===== src/ppl_pkg_sync.sv =====
// Constants, types and the two-stage input synchroniser for the printer port
`timescale 1ns/1ps
`default_nettype none

package ppl_pkg;
  // ****************************************
  // Control and status layout
  // ****************************************
  localparam int CTL_STROBE = 0;
  localparam int CTL_FEED = 1;
  localparam int CTL_INIT = 2;
  localparam int CTL_SELIN = 3;
  localparam int ST_ERR = 3;
  localparam int ST_SEL = 4;
  localparam int ST_PAPER = 5;
  localparam int ST_ACK = 6;
  localparam int ST_BUSY = 7;
  localparam logic [3:0] CTRL_RST = 4'h0;
  localparam logic [7:0] DATA_RST = 8'h00;
  localparam logic [7:0] STAT_RST = 8'h00;
  localparam int SYNC_STAGES = 2;
  localparam int BYTE_W = 8;

  // Printer-driven levels, all asynchronous to mclk
  typedef struct packed {
    logic busy;
    logic ack_n;
    logic paper_out;
    logic printer_selected;
    logic err_n;
  } ppl_pin_in_t;

  // Host-side control write
  typedef struct packed {
    logic wr;
    logic [3:0] data;
  } ppl_ctrl_wr_t;

  typedef enum logic [1:0] {
    EPP_IDLE,
    EPP_WAIT_ACK,
    EPP_WAIT_DONE,
    EPP_HOLD
  } ppl_epp_st_t;
endpackage

module ppl_sync
  import ppl_pkg::*;
#(
  parameter int WIDTH = 13
) (
  input wire logic mclk,
  input wire logic rst_n,
  input wire logic [WIDTH-1:0] async_in,
  output logic [WIDTH-1:0] sync_out
);
  // First stage feeds only the second stage
  logic [WIDTH-1:0] meta_r;
  logic [WIDTH-1:0] meta_nxt;
  logic [WIDTH-1:0] sync_r;
  logic [WIDTH-1:0] sync_nxt;

  always_comb begin
    meta_nxt = async_in;
    sync_nxt = meta_r;
  end

  always_ff @(posedge mclk or negedge rst_n) begin
    if (!rst_n) begin
      meta_r <= '0;
      sync_r <= '0;
    end else begin
      meta_r <= meta_nxt;
      sync_r <= sync_nxt;
    end
  end

  assign sync_out = sync_r;
endmodule

`default_nettype wire


===== src/ppl_printer_port.sv =====
// Pin-level logic of the printer parallel port
`timescale 1ns/1ps
`default_nettype none

// Notes on behaviour
// - Strobe pin is inverse of control bit 0
// - Line-feed pin is inverse of control bit 1
// - Initialize pin follows control bit 2 directly
// - Select-in pin is inverse of control bit 3
// - Error input appears in status bit 3
// - Eight data lines float when port deselected
// - EPP cycles stretched by releasing channel-ready late
module ppl_printer_port
  import ppl_pkg::*;
(
  input wire logic mclk,
  input wire logic rst_n,
  input wire logic ctrl_wr,
  input wire logic [3:0] ctrl_wdata,
  input wire logic data_wr,
  input wire logic [BYTE_W-1:0] data_wdata,
  input wire logic port_select,
  input wire logic bus_dir_in,
  input wire logic epp_mode,
  input wire logic epp_cyc_req,
  input wire logic busy,
  input wire logic ack_n,
  input wire logic paper_out,
  input wire logic printer_selected,
  input wire logic err_n,
  input wire logic [BYTE_W-1:0] printer_byte_bus_i,
  output logic [BYTE_W-1:0] printer_byte_bus_o,
  output logic printer_byte_bus_oe_n,
  output logic print_strobe_n,
  output logic line_feed_n,
  output logic printer_init_n,
  output logic select_in_n,
  output logic host_cycle_ready_o,
  output logic host_cycle_ready_oe_n,
  output logic [3:0] ctrl_rdata,
  output logic [7:0] status_rdata,
  output logic [BYTE_W-1:0] data_rdata,
  output logic epp_done
);
  // ****************************************
  // Input synchronisers
  // ****************************************
  ppl_pin_in_t pins_async;
  ppl_pin_in_t pins_s;
  logic [BYTE_W-1:0] bus_s;

  assign pins_async = '{busy: busy, ack_n: ack_n, paper_out: paper_out,
                        printer_selected: printer_selected, err_n: err_n};

  ppl_sync #(.WIDTH($bits(ppl_pin_in_t) + BYTE_W)) u_sync (
    .mclk(mclk),
    .rst_n(rst_n),
    .async_in({pins_async, printer_byte_bus_i}),
    .sync_out({pins_s, bus_s})
  );

  // ****************************************
  // Control register and printer outputs
  // ****************************************
  ppl_ctrl_wr_t cw;
  logic [3:0] ctrl_r, ctrl_nxt;
  logic strobe_n_r, strobe_n_nxt;
  logic feed_n_r, feed_n_nxt;
  logic init_n_r, init_n_nxt;
  logic selin_n_r, selin_n_nxt;

  assign cw = '{wr: ctrl_wr, data: ctrl_wdata};

  always_comb begin
    ctrl_nxt = cw.wr ? cw.data : ctrl_r;
    // Pins derived from the next value so they move with the register
    strobe_n_nxt = ~ctrl_nxt[CTL_STROBE];
    feed_n_nxt = ~ctrl_nxt[CTL_FEED];
    init_n_nxt = ctrl_nxt[CTL_INIT];
    selin_n_nxt = ~ctrl_nxt[CTL_SELIN];
  end

  always_ff @(posedge mclk or negedge rst_n) begin
    if (!rst_n) begin
      ctrl_r <= CTRL_RST;
      strobe_n_r <= ~CTRL_RST[CTL_STROBE];
      feed_n_r <= ~CTRL_RST[CTL_FEED];
      init_n_r <= CTRL_RST[CTL_INIT];
      selin_n_r <= ~CTRL_RST[CTL_SELIN];
    end else begin
      ctrl_r <= ctrl_nxt;
      strobe_n_r <= strobe_n_nxt;
      feed_n_r <= feed_n_nxt;
      init_n_r <= init_n_nxt;
      selin_n_r <= selin_n_nxt;
    end
  end

  // ****************************************
  // Data latch and bus drive
  // ****************************************
  logic [BYTE_W-1:0] dout_r, dout_nxt;
  logic [BYTE_W-1:0] din_r, din_nxt;
  logic bus_oe_n_r, bus_oe_n_nxt;

  always_comb begin
    dout_nxt = data_wr ? data_wdata : dout_r;
    din_nxt = bus_s;
    // Released unless selected and driving outward
    bus_oe_n_nxt = ~(port_select & ~bus_dir_in);
  end

  always_ff @(posedge mclk or negedge rst_n) begin
    if (!rst_n) begin
      dout_r <= DATA_RST;
      din_r <= DATA_RST;
      bus_oe_n_r <= 1'b1;
    end else begin
      dout_r <= dout_nxt;
      din_r <= din_nxt;
      bus_oe_n_r <= bus_oe_n_nxt;
    end
  end

  // ****************************************
  // Status register
  // ****************************************
  logic [7:0] stat_r, stat_nxt;

  always_comb begin
    stat_nxt = STAT_RST;
    stat_nxt[ST_ERR] = pins_s.err_n;
    stat_nxt[ST_SEL] = pins_s.printer_selected;
    stat_nxt[ST_PAPER] = pins_s.paper_out;
    stat_nxt[ST_ACK] = pins_s.ack_n;
    stat_nxt[ST_BUSY] = pins_s.busy;
  end

  always_ff @(posedge mclk or negedge rst_n) begin
    if (!rst_n) begin
      stat_r <= STAT_RST;
    end else begin
      stat_r <= stat_nxt;
    end
  end

  // ****************************************
  // EPP cycle stretching
  // ****************************************
  // Ready is open drain: pulled low (enable active) to hold the host cycle.
  // No timeout: a printer that never answers stalls the host cycle.
  ppl_epp_st_t epp_st_r, epp_st_nxt;
  logic hold_r, hold_nxt;
  logic done_r, done_nxt;

  always_comb begin
    epp_st_nxt = epp_st_r;
    done_nxt = 1'b0;
    case (epp_st_r)
      EPP_IDLE: begin
        if (epp_mode && epp_cyc_req) begin
          epp_st_nxt = EPP_WAIT_ACK;
        end
      end
      EPP_WAIT_ACK: begin
        if (pins_s.busy) begin
          epp_st_nxt = EPP_WAIT_DONE;
        end
      end
      EPP_WAIT_DONE: begin
        if (!pins_s.busy) begin
          epp_st_nxt = EPP_HOLD;
          done_nxt = 1'b1;
        end
      end
      EPP_HOLD: begin
        if (!epp_cyc_req) begin
          epp_st_nxt = EPP_IDLE;
        end
      end
      default: epp_st_nxt = EPP_IDLE;
    endcase
    hold_nxt = (epp_st_nxt == EPP_WAIT_ACK) || (epp_st_nxt == EPP_WAIT_DONE);
  end

  always_ff @(posedge mclk or negedge rst_n) begin
    if (!rst_n) begin
      epp_st_r <= EPP_IDLE;
      hold_r <= 1'b0;
      done_r <= 1'b0;
    end else begin
      epp_st_r <= epp_st_nxt;
      hold_r <= hold_nxt;
      done_r <= done_nxt;
    end
  end

  // ****************************************
  // Outputs
  // ****************************************
  assign print_strobe_n = strobe_n_r;
  assign line_feed_n = feed_n_r;
  assign printer_init_n = init_n_r;
  assign select_in_n = selin_n_r;
  assign printer_byte_bus_o = dout_r;
  assign printer_byte_bus_oe_n = bus_oe_n_r;
  assign host_cycle_ready_o = 1'b0;
  assign host_cycle_ready_oe_n = ~hold_r;
  assign ctrl_rdata = ctrl_r;
  assign status_rdata = stat_r;
  assign data_rdata = din_r;
  assign epp_done = done_r;
endmodule

`default_nettype wire


===== config.mk =====
export PLATFORM = sky130hd
export DESIGN_NAME = ppl_printer_port
export DESIGN_NICKNAME = d
export VERILOG_FILES = /design/src/ppl_pkg_sync.sv /design/src/ppl_printer_port.sv
export SDC_FILE = /design/constraint.sdc
export NUM_CORES = 1
export LEC_CHECK = 0
export ABC_AREA = 1
export BUFFER_PORTS_ARGS = -buffer_cell sky130_fd_sc_hd__buf_2
export CAP_MARGIN = 0
export CELL_PAD_IN_SITES_DETAIL_PLACEMENT = 1
export CELL_PAD_IN_SITES_GLOBAL_PLACEMENT = 1
export CORE_ASPECT_RATIO = 0.6
export CORE_MARGIN = 1
export CORE_UTILIZATION = 37
export CTS_CLUSTER_SIZE = 25
export DETAILED_ROUTE_END_ITERATION = 8
export GPL_TIMING_DRIVEN = 0
export PLACE_DENSITY_LB_ADDON = 0.1
export SETUP_SLACK_MARGIN = 0.4
export SLEW_MARGIN = 5
export SYNTH_ARGS = -nofsm -noshare
export SYNTH_HDL_FRONTEND = slang
export SYNTH_SLANG_ARGS = --single-unit

===== constraint.sdc =====
create_clock -name mclk -period 1 [get_ports mclk]
set_input_delay 0 -clock mclk [delete_from_list [all_inputs] [get_ports mclk]]
set_output_delay 0 -clock mclk [all_outputs]
set_load 0.1 [all_outputs]

==> results of run 1 <==
==> path summary, 6_finish.rpt <==
path                                       start               endpoint  slack (ns)  cells past startpoint
max                        printer_byte_bus_oe_n  printer_byte_bus_oe_n       -0.13                      1
min                                        rst_n  printer_byte_bus_o[2]       -0.27                      1
max reg2reg                          epp_st_r[1]                 hold_r        0.05                      5
min reg2reg                     u_sync.meta_r[3]     u_sync.sync_out[3]        0.34                      0
max in group asynchronous                  rst_n          data_rdata[4]        0.71                      1
min in group mclk                  data_wdata[1]  printer_byte_bus_o[1]       -0.08                      2
==> stage by stage <==
stage / total power [W] / instances
finish: 0.00672 / 273
global route: 0.00702 / 273
CTS: 0.00679 / 273
detailed placement: 0.00444 / 240
global placement: 0.00438 / 240
floorplan: 0.00413 / 114
==> layer usage <==
layer | vias to the layer above | wire (microns) | GRT usage
li1 | 520 | - | -
met1 | 577 | 1580 | 0.198
met2 | 52 | 2090 | 0.301
met3 | 9 | 315 | 0.0888
met4 | 0 | 59 | 0.0748
met5 | - | 0 | 0
==> state kept, by name (all words and copies together) (netlist names), 2 cells and up <==
name,cells
data_rdata,8
ctrl_rdata,4
printer_byte_bus_o,8
u_sync.meta_r,13
epp_st_r,2
status_rdata,5
u_sync.sync_out,13
==> cells in the final DEF, fill, tap and decap left out <==
cell type,count
buf_12,32
buf_2,31
buf_4,5
buf_6,3
clkbuf_1,3
clkbuf_8,9
clkinv_2,4
clkinvlp_4,1
conb_1,4
dfrtp_1,27
dfrtp_2,2
dfrtp_4,26
dfstp_4,4
dlygate4sd3_1,15
inv_1,8
inv_2,5
mux2_2,5
mux2_4,4
nand2_1,9
nand2_2,1
nand3_1,4
nand3_2,1
nand3b_1,1
nand4_1,1
nor2_1,1
nor2_2,1
o21ai_2,1
o21ai_4,2
==> cell usage after synthesis <==
cell type	n	area, sq um
buf_2	1	5.00
buf_4	5	37.5
conb_1	1	3.75
dfrtp_1	55	1380
dfstp_2	4	105
inv_1	13	48.8
inv_2	1	3.75
mux2_2	9	101
nand2_1	10	37.5
nand3_1	4	20.0
nand3_2	1	10.0
nand3b_1	1	7.51
nand4_1	1	6.26
nor2_1	2	7.51
o21ai_0	3	15.0
==> power by group through the flow <==
stage | combinational (W) | sequential (W) | clock (W)
floorplan | 0.000528 | 0.00360 | 0
global placement | 0.00154 | 0.00284 | 0
detailed placement | 0.00158 | 0.00286 | 0
CTS | 0.00209 | 0.00290 | 0.00181
global route | 0.00220 | 0.00293 | 0.00189
finish | 0.00211 | 0.00290 | 0.00172
==> cells by family after synthesis <==
family | after synthesis
DFF | 59
buffers and inverters | 20
AOI/OAI and AO/OA | 3
muxes | 9
and+or+nand+nor | 19
other | 1
==> timing repair <==
item                                   CTS  global route
setup endpoints to repair              106            51
pin swaps                                2             0
resized for setup                      141             5
buffers inserted                         2             0
endpoints found under the hold margin   85            70
==> cell type report <==
cell class                      count  area (sq um)
Buffer                              6          46.3
Clock buffer                       12           135
Clock inverter                      4          20.0
Fill cell                         409          1440
Inverter                           14          56.3
Multi-Input combinational cell     35           267
Sequential cell                    59          1600
Tap cell                           63          78.8
Timing Repair Buffer               80           971
==> impl_metrics.ini, run 1 <==
[timing]
slew_headroom = 0.520
fin_ws_ns = -0.128
finalClockSkew_ns = 0.00740
setup_viol = 6
tightest_slew_ns = 0.720
period_minus_slack_ns = 1.13
finalHoldViolations = 69
tns_ns = -0.553
maxSlewViolCount = 0
fmax_mhz = 887
whs_ns = -0.269
fin_crit_sh = 1.13
rsz0062_at_grt = true

[floorplanning]
die-area_sq_um = 5120
die_w_microns = 91.7
start_util = 0.387
rows = 19
core_sq_um = 4610
io-pin-count = 69
fp.dieH_microns = 55.8

[critical_path]
path_cells = buf_12
cp_max_fo = 1
critPathKind = flip-flop to output pin
cp_top_family = flip-flops
required_ns = 1.00
critical_path_arrival_ns = 1.13
cp-start-kind = flip-flop
cp-end-kind = output pin
slowest_stage = dfstp_4
crit_buf_inv = 1
max_stage_delay_ns = 0.63

[global_routing]
grt_overflow_total = 0
grt_pass1_vias = 1284
antenna_found_initial = 0
track_usage = 0.180
grt_max_degree = 60
grt_pass1_wl_microns = 6470

[pwr]
p_switching_w = 0.00240
internal-power_w = 0.00432
swShare = 0.357
pwr-share-seq = 0.431
cellPowerDensity_nw_per_um2 = 2120
p_comb_frac = 0.314
leakagePower_nw = 1.46
ir_drop_uv = 1310
pwr-share-clk = 0.255

[layout]
drive_gt1_frac = 0.652
area_growth_pct = 77.6
final_cell_area_sq_um = 3170
nets = 238
n_antenna_cell = 0
fin_util = 0.687

[clocking]
clkLatencyLatePin_ns = 0.32
cts_tree = done
htreeDepth = 3
cts_buffers = 9
root_buffer = clkbuf_8
numClockSinks = 59
clk_pin_slew_ns = 0.07
postCtsHoldBufs = 15
cts_buffer_depth = 2

[yosys]
synth_top_family_by_area = multiplexers
synth_fa_ha_area_frac = 0
ys_warn_count = 0
synth_compound_area_frac = 0.00841
ys_seq_elements = 59
netlist_area_sq_um = 1790
synthSimpleGateAreaFrac = 0.0498
avgSynthCellArea_sq_um = 16.1
synth.area.mux_share = 0.0568
yosysSeqAreaShare = 0.830
yosys.area_share.xor_xnor = 0
ys_types = 15
synthCells = 111

[placed_design]
dp_hpwl_microns = 2260
postPlaceCellArea_sq_um = 2320
dp_slack_ns = -0.338
routabilityCongestion = 0.715
portBuffers = 63

[route]
dr.pass1.iters = 4
vias = 1158
drcViolationCount = 0
antenna_left = 0
drt_first_iter_violations = 50
finalWirelength_microns = 4040
wl_per_cell_microns = 14.8
vias_per_cell = 4.24

[flow_run]
maxCapViolCount = 0

[min_path]
hold_class = input port to asynchronous set/reset pin

[outcome]
violations = hold timing, setup timing
status = finished, violations left
Note: power is estimated with default switching activity, not from simulation.
==> inputs of run 2 (changes only) <==
- clock period: 1 -> 1.2 ns (I/O delays scaled with it)
==> run 2 against run 1 <==
The flow finishes with violations (hold timing). Clock-buffer cell count rose by 2. Critical path depth unchanged. Sequential share of layout area down 2.8 points. Wire length rose by 35%. Setup slack improved by 0.19 ns. Clock skew barely moved. First-iteration DRC count shrank 18%. Flip-flop and latch count stayed put. Total power down 7.6%. Final cell count is 6.6% higher. Global-route usage increased by 4.3 points. Largest cell class unchanged.
==> impl_metrics.ini, run 2 (synthesized netlist as in run 1, its figures left out) <==
[flow_run]
maxCapViolCount = 0

[critical_path]
max_stage_delay_ns = 0.63
cp_top_family = flip-flops
cp-start-kind = flip-flop
critPathKind = flip-flop to output pin
path_cells = buf_12
cp_max_fo = 1
crit_buf_inv = 1
cp-end-kind = output pin
required_ns = 1.20
critical_path_arrival_ns = 1.14
slowest_stage = dfstp_4

[global_routing]
track_usage = 0.224
grt_pass1_vias = 1535
antenna_found_initial = 0
grt_pass1_wl_microns = 7990
grt_overflow_total = 0
grt_max_degree = 60

[pwr]
ir_drop_uv = 965
cellPowerDensity_nw_per_um2 = 1890
total_power_w = 0.00621
leakagePower_nw = 1.52

[layout]
n_antenna_cell = 0
stdcell_count = 291
drive_gt1_frac = 0.645
layout_commonest_cell = buf_2
area_growth_pct = 84.0
nets = 256
final_cell_mix = buf_2 (31), dlygate4sd3_1 (29), dfrtp_1 (27)
fin_util = 0.712

[route]
drt_first_iter_violations = 41
dr.max_layer_used = met4
wl_per_cell_microns = 18.7
dr.pass1.iters = 4
antenna_left = 0
wl_met2_microns = 2950
vias_per_cell = 4.35
finalWirelength_microns = 5450
wl_met1_microns = 2020
drcViolationCount = 0
vias = 1266
wl_met3_microns = 407

[timing]
fin_ws_ns = 0.0573
fin_crit_sh = 0.952
tightest_slew_ns = 0.700
maxSlewViolCount = 0
fmax_mhz = 875
period_minus_slack_ns = 1.14
finalHoldViolations = 55
rsz0062_at_grt = true
finalClockSkew_ns = 0.00751
whs_ns = -0.295
setup_viol = 0
slew_headroom = 0.533

[floorplanning]
core_sq_um = 4610
fp.dieH_microns = 55.8
rows = 19
start_util = 0.387
die_w_microns = 91.7
io-pin-count = 69
die-area_sq_um = 5120

[outcome]
violations = hold timing
status = finished, violations left

[clocking]
cts_buffer_depth = 2
postCtsHoldBufs = 30
root_buffer = clkbuf_8
clkLatencyLatePin_ns = 0.33
numClockSinks = 59
cts_tree = done
htreeDepth = 3
cts_buffers = 9
clk_pin_slew_ns = 0.07

[min_path]
hold_class = input port to asynchronous set/reset pin

[placed_design]
dp.cells = 240
routabilityCongestion = 0.674
dp_hpwl_microns = 2400
dp_slack_ns = -0.102
portBuffers = 63
-- run 2: cell count changes in the layout (fill, tap and decap cells not counted), sizes merged --
cell	delta
dlygate4sd3	+14
clkinv	-3
buf	+3
dlymetal6s4s	+1
clkbuf	+2
bufinv	+1
-- run 2: final cells by class --
cell class              instances  area (sq um)
plain buffers                   6          46.3
clock buffers                  14           173
clock inverters                 2          35.0
fillers                       404          1330
inverters                      14          56.3
multi-input cells              35           283
flip-flops and latches         59          1560
well taps                      63          78.8
repair buffers                 98          1050
-- run 2: stage by stage --
stage	setup TNS, ns	cell area (sq um)
6_report	0	3290
4_1_cts	0	3190
3_3_place_gp	-0.734	2280
3_5_place_dp	-1.50	2280
5_1_grt	0	3290
2_1_floorplan	0	1890
-- run 2: metal layers --
layer | global-route usage | vias up
met4 | 0.0816 | 0
li1 | - | 556
met1 | 0.227 | 640
met5 | 0 | -
met2 | 0.403 | 61
met3 | 0.107 | 9
-- run 2: timing repair --
action / in CTS / in global routing
buffers inserted: 2 / 3
hold endpoints to repair: 84 / 55
gates resized for setup: 112 / 19
pin swaps: 1 / 4
setup endpoints to repair: 71 / 50
-- run 2: power breakdown --
| group | switching, W | internal (W) | leakage [nW] | total (W) |
|---|---|---|---|---|
| Sequential | 0.000206 | 0.00222 | 0.659 | 0.00243 |
| Combinational | 0.00122 | 0.000675 | 0.759 | 0.00190 |
| Clock | 0.000754 | 0.00113 | 0.107 | 0.00188 |
| Total | 0.00219 | 0.00403 | 1.52 | 0.00621 |
-- run 2: worst paths after layout --
kind / slack (ns) / startpoint / cells after the start / to
max: 0.06 / print_strobe_n / 1 / print_strobe_n
min: -0.29 / rst_n / 1 / ctrl_rdata[0]
max reg2reg: 0.12 / epp_st_r[0] / 4 / epp_st_r[0]
min reg2reg: 0.34 / u_sync.sync_out[9] / 0 / status_rdata[4]
max in group asynchronous: 0.95 / rst_n / 1 / ctrl_rdata[2]
min in group mclk: 0.10 / data_wr / 2 / printer_byte_bus_o[1]
